===== config.mk =====
export PLATFORM = sky130hd
export DESIGN_NAME = capc_log_mem
export DESIGN_NICKNAME = d
export VERILOG_FILES = /design/src/capc_pkg.sv /design/src/capc_log_mem.sv
export SDC_FILE = /design/constraint.sdc
export NUM_CORES = 1
export LEC_CHECK = 0
export BUFFER_PORTS_ARGS = -buffer_cell sky130_fd_sc_hd__buf_2
export CORE_ASPECT_RATIO = 1.25
export CORE_MARGIN = 4
export CORE_UTILIZATION = 35
export DETAILED_ROUTE_END_ITERATION = 8
export PLACE_DENSITY = 0.59
export SYNTH_ARGS = -nofsm -noshare
export SYNTH_HDL_FRONTEND = slang
export SYNTH_SLANG_ARGS = --single-unit
export TNS_END_PERCENT = 50

===== constraint.sdc =====
create_clock -name mclk -period 1.7 [get_ports mclk]
set_input_delay 0.17 -clock mclk [delete_from_list [all_inputs] [get_ports mclk]]
set_output_delay 0.17 -clock mclk [all_outputs]
set_load 0.02 [all_outputs]

===== src/capc_pkg.sv =====
// Constants shared by the command/address parity checker and its error log.
// Assumes a 250 MHz command clock and a full-rate (1N) command bus.
package capc_pkg;

    // ------------------------------------------------------------
    // Clock and timing
    // ------------------------------------------------------------
    localparam int CLK_PERIOD_PS = 4000;                 // Command clock period, 4 ns.
    localparam int ERROR_FLAG_ASSERT_DELAY_PS = 6000;    // Extra alert delay beyond the latency, 6 ns.
    localparam int ERROR_FLAG_PULSE_WIDTH_PS = 64000;    // Alert low time, plain default.
    // Longest times round down, never below one cycle.
    localparam int ON_CYC_RAW = ERROR_FLAG_ASSERT_DELAY_PS / CLK_PERIOD_PS;
    localparam int ON_CYC = (ON_CYC_RAW < 1) ? 1 : ON_CYC_RAW;
    localparam int PW_CYC_RAW = ERROR_FLAG_PULSE_WIDTH_PS / CLK_PERIOD_PS;
    localparam int PW_CYC = (PW_CYC_RAW < 1) ? 1 : PW_CYC_RAW;

    // ------------------------------------------------------------
    // Mode-register numbers and fields
    // ------------------------------------------------------------
    localparam logic [2:0] MR_READOUT = 3'h3;   // Holds the log readout enable.
    localparam logic [2:0] MR_PARITY = 3'h5;    // Holds latency, status and persistent mode.
    localparam int LAT_LSB = 0;                 // Parity latency field [2:0].
    localparam int STATUS_BIT = 4;              // Parity error status bit.
    localparam int PERSIST_BIT = 9;             // Persistent error mode bit.
    localparam int READOUT_BIT = 2;             // Log readout enable bit.

    // Parity latency codes and their clock counts.
    localparam logic [2:0] LAT_OFF = 3'h0;
    localparam logic [2:0] LAT_4 = 3'h1;
    localparam logic [2:0] LAT_5 = 3'h2;
    localparam logic [2:0] LAT_6 = 3'h3;
    localparam logic [2:0] LAT_8 = 3'h4;
    localparam logic [7:0] CLK_4 = 8'h04;
    localparam logic [7:0] CLK_5 = 8'h05;
    localparam logic [7:0] CLK_6 = 8'h06;
    localparam logic [7:0] CLK_8 = 8'h08;

    // ------------------------------------------------------------
    // Error log locations (byte wide, read only)
    // ------------------------------------------------------------
    localparam logic [1:0] PARITY_LOG_ADDR_LOW = 2'h0;
    localparam logic [1:0] PARITY_LOG_ADDR_HIGH = 2'h1;
    localparam logic [1:0] PARITY_LOG_COMMAND_BANK = 2'h2;
    localparam logic [1:0] PARITY_LOG_STATUS_LATENCY = 2'h3;
    localparam logic [7:0] LOG_RESET = 8'h00;

    // ------------------------------------------------------------
    // Synchronised pin vector layout and reset value
    // ------------------------------------------------------------
    localparam int PIN_W = 30;
    localparam logic [29:0] PIN_RESET = 30'h20000000;    // Chip select idles high.

    // Alert sequencer states.
    typedef enum logic [1:0] {
        CAPC_IDLE = 2'b00,
        CAPC_WAIT = 2'b01,
        CAPC_ALERT = 2'b10
    } capc_state_type;

endpackage


===== src/capc_log_mem.sv =====
// Four-byte error log with a registered read port.
// Assumes writer and reader share the command clock.
`timescale 1ns/1ps
module capc_log_mem
    import capc_pkg::*;
(
    input wire logic mclk,
    input wire logic nrst,
    input wire logic wr_en,
    input wire logic [31:0] wr_frame,
    input wire logic rd_en,
    input wire logic [1:0] rd_index,
    output logic [7:0] rd_data_q
);

    // ------------------------------------------------------------
    // Storage
    // ------------------------------------------------------------
    logic [7:0] mem_q [4];    // One byte per log location.

    // The whole frame is captured at once so the four bytes always agree.
    always_ff @(posedge mclk or negedge nrst) begin
        if (!nrst) begin
            for (int i = 0; i < 4; i++) begin
                mem_q[i] <= LOG_RESET;
            end
        end else if (wr_en) begin
            for (int i = 0; i < 4; i++) begin
                mem_q[i] <= wr_frame[8*i +: 8];
            end
        end
    end

    // Read data come from a register, one cycle after the request.
    always_ff @(posedge mclk or negedge nrst) begin
        if (!nrst) begin
            rd_data_q <= LOG_RESET;
        end else if (rd_en) begin
            rd_data_q <= mem_q[rd_index];
        end
    end

endmodule // capc_log_mem


Yosys cells after proc, flatten, opt, wreduce, memory -nomap -nowiden
Cells that the tools add are included.

word-level totals
  register bits = 40
  bits of input ports = 38
  output and inout bits = 8
  word-level logic and storage cells = 10

cells by class
  magnitude comparators = 1
  mux-type cells = 3
  bitwise operators = 1

operators by type and width
  cell                                        count
  8-bit binary-select mux with 2-bit select   1
  8-bit 2-to-1 mux                            2
  3-bit >= comparator, second input constant  1
  2-bit NOT with 3-bit output                 1

Logic depth before layout (Yosys ltp)
Gate-level depths: netlist (run 1).

  depth in word-level cells = 4
  gate-level depth with buffers = 4

Least setup slack after synthesis (run 1)
OpenSTA, ideal clock, no wires.

  path kind = input to register
  start point = in wr_en
  end point = reg mem_q[0] in the netlist's numbering
  arrival time = 0.797 ns
  setup slack = 0.779 ns
  cell stages on the path = 3
  path buffers = 2
  cell sequence = clkbuf_2 buf_6 mux2_2

RTL lines
  what                           RTL line            RTL
  start, declared                capc_log_mem.sv:9   input wire logic wr_en,
  end signal, assigned by index  capc_log_mem.sv:29  mem_q[i] <= wr_frame[8*i +: 8];
  end, declared                  capc_log_mem.sv:19  logic [7:0] mem_q [4];

No word-level cell between the ends.

Final worst setup path (run 1)
  start point = reg rd_data_q[4]
  end point = out rd_data_q[4]

RTL lines
  what                    RTL line            RTL
  start, declared         capc_log_mem.sv:13  output logic [7:0] rd_data_q
  start signal, assigned  capc_log_mem.sv:39  rd_data_q <= mem_q[rd_index];

No word-level cell between the ends.

==> results of run 1 <==
==> cells by family (layout without fill, tap and decap cells) <==
| family | after synthesis | in the layout | share of synthesized area [%] |
|---|---|---|---|
| DFF | 40 | 40 | 57.8 |
| and+or+nand+nor | 10 | 10 | 3.47 |
| muxes | 48 | 48 | 30.5 |
| buffers and inverters | 7 | 56 | 4.26 |
| AOI/OAI and AO/OA | 8 | 8 | 4.04 |
==> report_power, final <==
group          internal, mW  switching [mW]
Combinational         0.172           0.158
Clock                 0.331           0.291
Sequential             1.06          0.0550
Total                  1.56           0.504
==> worst min-delay path by stage <==
stage                       from               endpoint  slack [ns]
floorplan                   nrst   mem_q[0]$_DFFE_PN0P_       -0.13
global placement            nrst  mem_q[25]$_DFFE_PN0P_        0.24
detailed placement          nrst  mem_q[28]$_DFFE_PN0P_        0.26
CTS                  wr_frame[7]  mem_q[31]$_DFFE_PN0P_        0.11
global route        wr_frame[26]   mem_q[2]$_DFFE_PN0P_        0.10
finish               wr_frame[7]  mem_q[31]$_DFFE_PN0P_        0.11
==> state kept, by name, summed over array words and instances, names as in the netlist <==
register / count
rd_data_q: 8
mem_q: 32
==> cells in the mapped netlist, drive strengths merged <==
library cell / number
o221ai: 8
nand2: 1
mux2i: 16
mux2: 32
buf: 6
nand2b: 9
clkbuf: 1
dfrtp: 40
==> layout make-up <==
class | count | area [sq um] | share of cell area, %
sequential | 40 | 1000 | 48.0
multi-input combinational | 66 | 658 | 31.5
timing repair buffer | 48 | 263 | 12.6
clock buffer | 8 | 90.1 | 4.32
tap | 60 | 75.1 | 3.60
==> per-layer routing <==
layer  share of wire (%)  global-route usage [%]  vias to the layer above
li1                    -                       -                      505
met1                  40                    12.9                      532
met2                  53                    20.0                       21
met3                 5.4                    4.52                        6
met4                 1.7                    4.10                        0
met5                   0                       0                        -
==> what timing repair did <==
item	in CTS	in global routing
hold endpoints to repair	40	0
hold buffers	1	0
setup endpoints to repair	0	0
==> impl_metrics.py, run 1 <==
metrics = {
    "cells_and_area": {
        "syn_to_final_growth_pct": 20.4,
        "final_cell_mix": "buf_2 (45), dfrtp_1 (40), mux2_2 (30), mux2i_1 (16), nand2b_1 (9)",
        "drive_gt1_share_pct": 52.5,
        "layout.nets": 199,
        "fillers": 491,
        "final_cells": 222,
        "antenna_cells": 0,
        "final_core_util_pct": 43.8,
        "stdcell_area_sq_um": 2090,
        "final_common_cell": "buf_2",
    },
    "critical_path": {
        "startpoint_type": "register",
        "cp_cell_sequence": "buf_2",
        "cp.depth": 1,
        "crit_slowest_cell": "dfrtp_1",
        "reg2reg_setup_slack_ns": 0.84,
        "cp.required_ns": 1.53,
        "critPathKind": "register to output port",
        "worstSetupEndpoint": "rd_data_q[4]",
        "r2r_start": "mem_q[22]$_DFFE_PN0P_",
        "critPathTopFamily": "flip-flops",
        "cp_num_buf_inv": 1,
        "endpoint_kind": "output port",
        "worstPathMaxFanout": 2,
        "cpPeakStageDelay_ns": 0.39,
        "ff2ff_path_depth": 2,
        "crit_path_start": "rd_data_q[4]$_DFFE_PN0P_",
        "arrival_ns": 0.83,
        "worst_r2r_endpoint": "rd_data_q[6]$_DFFE_PN0P_",
    },
    "logic_synthesis": {
        "synthTopCellsByArea": "dfrtp_1 (58%), mux2_2 (19%), mux2i_1 (9.2%)",
        "yosysTopAreaCellShare_pct": 57.8,
        "syn_avg_cell_area_sq_um": 15.3,
        "syn_nets": 151,
        "ys_types": 11,
        "netlist_instances": 113,
        "syn_area_sq_um": 1730,
        "ys_ff_latch": 40,
        "yosysTopAreaCell": "dfrtp_1",
        "ys_warn_count": 0,
        "seq_area_frac_synth_pct": 57.8,
    },
    "cts": {
        "cts_tree": "yes",
        "clk_path_buf_depth": 2,
        "cts-root-buf": "clkbuf_8",
        "cts_made_buffers": 5,
        "worstSkewPairLatency_ns": 0.28,
        "path_clk_slew_ns": 0.07,
        "cts_sinks": 40,
        "cts_setup_buffers": 0,
        "post_cts_resized": 0,
        "htree_levels": 2,
    },
    "die": {
        "chipWidth_um": 70.9,
        "die-height_um": 86.7,
        "die-area_sq_um": 6150,
        "fp.coreArea_sq_um": 4760,
        "ios": 46,
        "num_rows": 28,
        "start_util_pct": 36.4,
    },
    "sta": {
        "skew_ns": 0.00552,
        "drv_slew": 0,
        "tightest_slew_ns": 0.497,
        "min_period_ns": 1.00,
        "holdWs_ns": 0.114,
        "rsz0062_at_grt": "no",
        "relSlewSlack_pct": 66.9,
        "max_freq_mhz": 996,
        "tns_ns": 0,
        "finalCritPeriodShare_pct": 59.1,
        "hold_viol_final": 0,
        "setup_viol": 0,
        "fin_ws_ns": 0.696,
    },
    "routing": {
        "vias": 1064,
        "drtPass1Iterations": 4,
        "vias_per_cell": 4.79,
        "drc_errors": 0,
        "ant_nets": 0,
        "drtIter0Drc": 45,
        "postRouteWirelength_mm": 3.33,
        "wire_per_inst_um": 15.0,
    },
    "job": {
        "max-cap-violations": 0,
    },
    "placed_design": {
        "placed_area_sq_um": 1990,
        "portBuffers": 45,
        "dp_hpwl_mm": 2.56,
        "routabilityCongestion": 0.698,
        "dp_worst_setup_slack_ns": 0.504,
        "dp.cells": 213,
    },
    "outcome": {
        "status": "finished, final reports clean",
    },
    "global_route": {
        "grt_pass1_wl_mm": 5.51,
        "antenna_found_initial": 0,
        "grt_overflow": 0,
        "grt_pass1_vias": 1163,
        "grt.total_usage_pct": 11.6,
        "grt_max_degree": 41,
    },
    "pwr": {
        "peakVddDrop_mv": 0.557,
        "power_density_nw_per_um2": 989,
        "p_leak_nw": 0.982,
        "p_total_mw": 2.06,
    },
    "worst_hold_path": {
        "hold_path_depth": 2,
        "min_path_type": "input port to register",
    },
}
(Power assumes the default switching activity.)
==> run 2, diff against run 1 <==
==> constraint.sdc (replaced) <==
create_clock -name mclk -period 1 [get_ports mclk]
set_input_delay 0.1 -clock mclk [delete_from_list [all_inputs] [get_ports mclk]]
set_output_delay 0.1 -clock mclk [all_outputs]
set_load 0.02 [all_outputs]
==> impl_metrics.py, run 2 (synthesis results as in run 1) <==
metrics = {
    "global_route": {
        "grt_pass1_wl_mm": 5.93,
        "antenna_found_initial": 0,
        "met3_usage_pct": 4.29,
        "grt_use_met1_pct": 14.2,
        "globalRouteMet2Util_pct": 21.3,
        "grt_overflow": 0,
        "grt_max_degree": 41,
        "grt_pass1_vias": 1215,
        "grt.total_usage_pct": 12.3,
        "gr-max-usage-layer": "met2",
    },
    "routing": {
        "postRouteWirelength_mm": 3.46,
        "drc_errors": 0,
        "wire_per_inst_um": 15.4,
        "vias_per_cell": 4.83,
        "drtPass1Iterations": 3,
        "drtIter0Drc": 24,
        "vias": 1083,
        "ant_nets": 0,
    },
    "sta": {
        "min_period_ns": 0.945,
        "finalCritPeriodShare_pct": 94.5,
        "setup_viol": 0,
        "tns_ns": 0,
        "max_freq_mhz": 1060,
        "tightest_slew_ns": 0.366,
        "drv_slew": 0,
        "rsz0062_at_grt": "no",
        "hold_viol_final": 0,
        "relSlewSlack_pct": 75.6,
        "skew_ns": 0.00611,
    },
    "critical_path": {
        "worstPathMaxFanout": 2,
        "cp.required_ns": 0.90,
        "crit_path_start": "rd_data_q[3]$_DFFE_PN0P_",
        "endpoint_kind": "output port",
        "startpoint_type": "register",
        "critPathTopFamily": "flip-flops",
        "critPathKind": "register to output port",
        "crit_slowest_cell": "dfrtp_1",
        "arrival_ns": 0.85,
        "cp_cell_sequence": "buf_2",
        "ff2ff_path_depth": 2,
        "cp.depth": 1,
        "cp_num_buf_inv": 1,
        "r2r_start": "mem_q[21]$_DFFE_PN0P_",
        "cpPeakStageDelay_ns": 0.39,
    },
    "cells_and_area": {
        "final_core_util_pct": 45.0,
        "largest-register": "mem_q",
        "antenna_cells": 0,
        "final_common_cell": "buf_2",
        "drive_gt1_share_pct": 53.7,
        "largest_reg_flops": 32,
        "reg.largest.list": "mem_q x32, rd_data_q x8",
        "final_cell_mix": "buf_2 (45), dfrtp_1 (40), mux2_2 (30), mux2i_1 (16), nand2b_1 (9)",
        "syn_to_final_growth_pct": 23.8,
        "layout.nets": 201,
    },
    "pwr": {
        "power_frac_seq_pct": 50.7,
        "p_sw_mw": 0.892,
        "peakVddDrop_mv": 1.03,
        "internal_power_mw": 2.85,
        "pwr-share-clk_pct": 33.7,
        "power_density_nw_per_um2": 1740,
        "combinationalPowerShare_pct": 15.6,
        "p_sw_share_pct": 23.9,
        "p_leak_nw": 1.01,
    },
    "cts": {
        "cts_sinks": 40,
        "path_clk_slew_ns": 0.08,
        "cts_setup_buffers": 0,
        "post_cts_resized": 0,
        "cts_made_buffers": 5,
        "cts-root-buf": "clkbuf_8",
        "worstSkewPairLatency_ns": 0.28,
        "clk_path_buf_depth": 2,
        "htree_levels": 2,
        "cts_tree": "yes",
    },
    "placed_design": {
        "dp_hpwl_mm": 2.60,
        "portBuffers": 45,
        "routabilityCongestion": 0.681,
    },
    "outcome": {
        "status": "finished, final reports clean",
    },
    "worst_hold_path": {
        "hold_start": "wr_frame[18]",
        "min_path_type": "input port to register",
        "hold_path_depth": 2,
    },
    "die": {
        "fp.coreArea_sq_um": 4760,
        "chipWidth_um": 70.9,
        "ios": 46,
        "die-area_sq_um": 6150,
        "die-height_um": 86.7,
        "start_util_pct": 36.4,
        "num_rows": 28,
    },
    "job": {
        "max-cap-violations": 0,
    },
}
[run 2: timing repair]
item,in CTS,in global routing
hold endpoints to repair,40,0
hold buffers,1,0
endpoints found under the setup margin,0,0
[run 2: path summary, 6_finish.rpt]
check	slack (ns)	to
max	0.05	rd_data_q[3]
min	0.04	mem_q[10]$_DFFE_PN0P_
max reg2reg	0.17	rd_data_q[5]$_DFFE_PN0P_
min reg2reg	0.50	rd_data_q[7]$_DFFE_PN0P_
max in group asynchronous	0.49	rd_data_q[7]$_DFFE_PN0P_
min in group asynchronous	0.31	mem_q[17]$_DFFE_PN0P_
[run 2: metrics by stage]
step	hold slack [ns]	std cells	worst slack (ns)	instance area [sq um]	power, mW
detailed placement	0.0864	215	0.0921	2030	2.52
global route	0.0314	224	0.0125	2140	3.94
floorplan	-0.196	113	0.149	1730	2.27
global placement	0.0783	215	0.118	2030	2.49
CTS	0.0324	224	0.0336	2140	3.80
finish	0.0425	224	0.0545	2140	3.74
[run 2: area by class of cell]
type / instances / area, sq um
fillers: 468 / 2620
repair buffers: 50 / 303
flip-flops and latches: 40 / 1000
clock inverters: 2 / 35.0
multi-input cells: 66 / 658
clock buffers: 6 / 72.6
well taps: 60 / 75.1
[run 2: power by group through the flow]
stage / sequential (mW) / clock, mW / combinational [mW]
global route: 1.92 / 1.38 / 0.644
floorplan: 1.96 / 0 / 0.313
finish: 1.89 / 1.26 / 0.584
CTS: 1.90 / 1.30 / 0.598
global placement: 1.92 / 0 / 0.571
detailed placement: 1.93 / 0 / 0.593
[run 2: layer usage]
metal  share of wire [%]  wire length, um
met5                   0                0
met4                 1.0               35
met3                 4.7              161
met2                  55             1890
met1                  40             1370
==> run 3, diff against run 2 <==
--- a/config.mk
+++ b/config.mk
@@ -6,7 +6,7 @@
 export NUM_CORES = 1
 export LEC_CHECK = 0
 export BUFFER_PORTS_ARGS = -buffer_cell sky130_fd_sc_hd__buf_2
-export CORE_ASPECT_RATIO = 1.25
+export CORE_ASPECT_RATIO = 2
 export CORE_MARGIN = 4
 export CORE_UTILIZATION = 35
 export DETAILED_ROUTE_END_ITERATION = 8
==> constraint.sdc (replaced) <==
create_clock -name mclk -period 1.2 [get_ports mclk]
set_input_delay 0.12 -clock mclk [delete_from_list [all_inputs] [get_ports mclk]]
set_output_delay 0.12 -clock mclk [all_outputs]
set_load 0.02 [all_outputs]
==> impl_metrics.py, run 3 (synthesis results as in run 1) <==
metrics = {
    "outcome": {
        "status": "finished, final reports clean",
    },
    "sta": {
        "drv_slew": 0,
        "relSlewSlack_pct": 66.9,
        "rsz0062_at_grt": "no",
        "setup_viol": 0,
        "skew_ns": 0.00708,
        "fin_ws_ns": 0.222,
        "tns_ns": 0,
        "max_freq_mhz": 1020,
        "finalCritPeriodShare_pct": 81.5,
        "tightest_slew_ns": 0.496,
        "min_period_ns": 0.978,
        "hold_viol_final": 0,
    },
    "cells_and_area": {
        "multiInputGateArea_sq_um": 658,
        "drive_gt1_share_pct": 54.0,
        "antenna_cells": 0,
        "final_common_cell": "buf_2",
        "fillers": 445,
        "final_cell_mix": "buf_2 (45), dfrtp_1 (40), mux2_2 (30), mux2i_1 (16), nand2b_1 (9)",
        "syn_to_final_growth_pct": 23.5,
        "largest_reg_flops": 32,
        "reg.largest.list": "mem_q x32, rd_data_q x8",
        "layout.nets": 200,
        "seqCellArea_sq_um": 1000,
        "largest-register": "mem_q",
    },
    "critical_path": {
        "critPathTopFamily": "flip-flops",
        "arrival_ns": 0.86,
        "critPathKind": "register to output port",
        "cp.required_ns": 1.08,
        "startpoint_type": "register",
        "cpPeakStageDelay_ns": 0.41,
        "cp_cell_sequence": "buf_2",
        "crit_slowest_cell": "dfrtp_1",
        "endpoint_kind": "output port",
        "worstPathMaxFanout": 2,
        "cp_num_buf_inv": 1,
    },
    "pwr": {
        "p_sw_mw": 0.742,
        "combinationalPowerShare_pct": 14.6,
        "pwr-share-clk_pct": 36.3,
        "p_leak_nw": 1.01,
        "p_sw_share_pct": 23.0,
        "internal_power_mw": 2.48,
        "power_frac_seq_pct": 49.1,
        "peakVddDrop_mv": 0.865,
        "power_density_nw_per_um2": 1510,
    },
    "cts": {
        "htree_levels": 2,
        "cts-root-buf": "clkbuf_8",
        "clk_path_buf_depth": 2,
        "cts_setup_buffers": 0,
        "path_clk_slew_ns": 0.07,
        "cts_tree": "yes",
        "cts_sinks": 40,
        "worstSkewPairLatency_ns": 0.28,
        "cts_made_buffers": 5,
    },
    "global_route": {
        "grt_pass1_wl_mm": 5.77,
        "grt.total_usage_pct": 12.1,
        "antenna_found_initial": 0,
        "grt_pass1_vias": 1200,
        "grt_max_degree": 41,
        "grt_overflow": 0,
    },
    "die": {
        "ios": 46,
        "die-area_sq_um": 6210,
        "start_util_pct": 36.0,
        "fp.coreArea_sq_um": 4820,
        "num_rows": 36,
        "die-height_um": 108,
        "chipWidth_um": 57.8,
    },
    "placed_design": {
        "dp_hpwl_mm": 2.60,
        "portBuffers": 45,
        "dp_worst_setup_slack_ns": 0.277,
        "routabilityCongestion": 0.744,
    },
    "routing": {
        "drc_errors": 0,
        "drtIter0Drc": 29,
        "vias": 1059,
        "postRouteWirelength_mm": 3.40,
        "drtPass1Iterations": 4,
        "ant_nets": 0,
        "vias_per_cell": 4.81,
        "wire_per_inst_um": 15.5,
    },
    "worst_hold_path": {
        "min_path_type": "input port to register",
    },
    "job": {
        "max-cap-violations": 0,
    },
}
==> run 3: final cells by class <==
class | count | area share, %
clock buffers | 7 | 4.50
clock inverters | 1 | 1.40
multi-input cells | 66 | 30.8
flip-flops and latches | 40 | 46.8
well taps | 57 | 3.33
repair buffers | 49 | 13.2
==> run 3: per-stage QoR <==
stage / total power, mW / utilization, % / hold slack [ns] / cell area [sq um] / std cells
global route: 3.38 / 44.4 / 0.0528 / 2140 / 220
CTS: 3.27 / 44.4 / 0.0536 / 2140 / 220
global placement: 2.07 / 41.6 / 0.188 / 2000 / 211
detailed placement: 2.09 / 41.6 / 0.206 / 2000 / 211
floorplan: 1.89 / - / -0.176 / 1730 / 113
finish: 3.22 / 44.4 / 0.0642 / 2140 / 220
==> run 3: power groups by stage <==
stage | clock [mW] | sequential, mW | combinational, mW
final | 1.17 | 1.58 | 0.471
after global routing | 1.26 | 1.60 | 0.518
after CTS | 1.20 | 1.59 | 0.481
after detailed placement | 0 | 1.61 | 0.476
after floorplan | 0 | 1.63 | 0.260
after global placement | 0 | 1.61 | 0.459
==> run 3: timing repair <==
action / CTS / global route
hold buffers: 1 / 0
endpoints found under the hold margin: 40 / 0
gates resized for setup: 0 / 0
==> run 3: worst paths after layout <==
path,startpoint,to,slack (ns),depth (start not counted)
worst max-delay path,rd_data_q[6]$_DFFE_PN0P_,rd_data_q[6],0.22,1
worst min register to register,mem_q[29]$_DFFE_PN0P_,mem_q[29]$_DFFE_PN0P_,0.51,1
min in group asynchronous,nrst,mem_q[9]$_DFFE_PN0P_,0.42,3
worst min-delay path,wr_frame[6],mem_q[30]$_DFFE_PN0P_,0.06,2
max in group asynchronous,nrst,mem_q[19]$_DFFE_PN0P_,0.44,3
worst max register to register,mem_q[22]$_DFFE_PN0P_,rd_data_q[6]$_DFFE_PN0P_,0.39,2
==> run 3: routing by layer <==
layer  vias up  GRT usage [%]  wire length, um
li1        511              -                -
met1       513           13.1             1290
met2        31           21.0             1860
met3         4           3.72              199
met4         0           5.47               46
met5         -              0                0
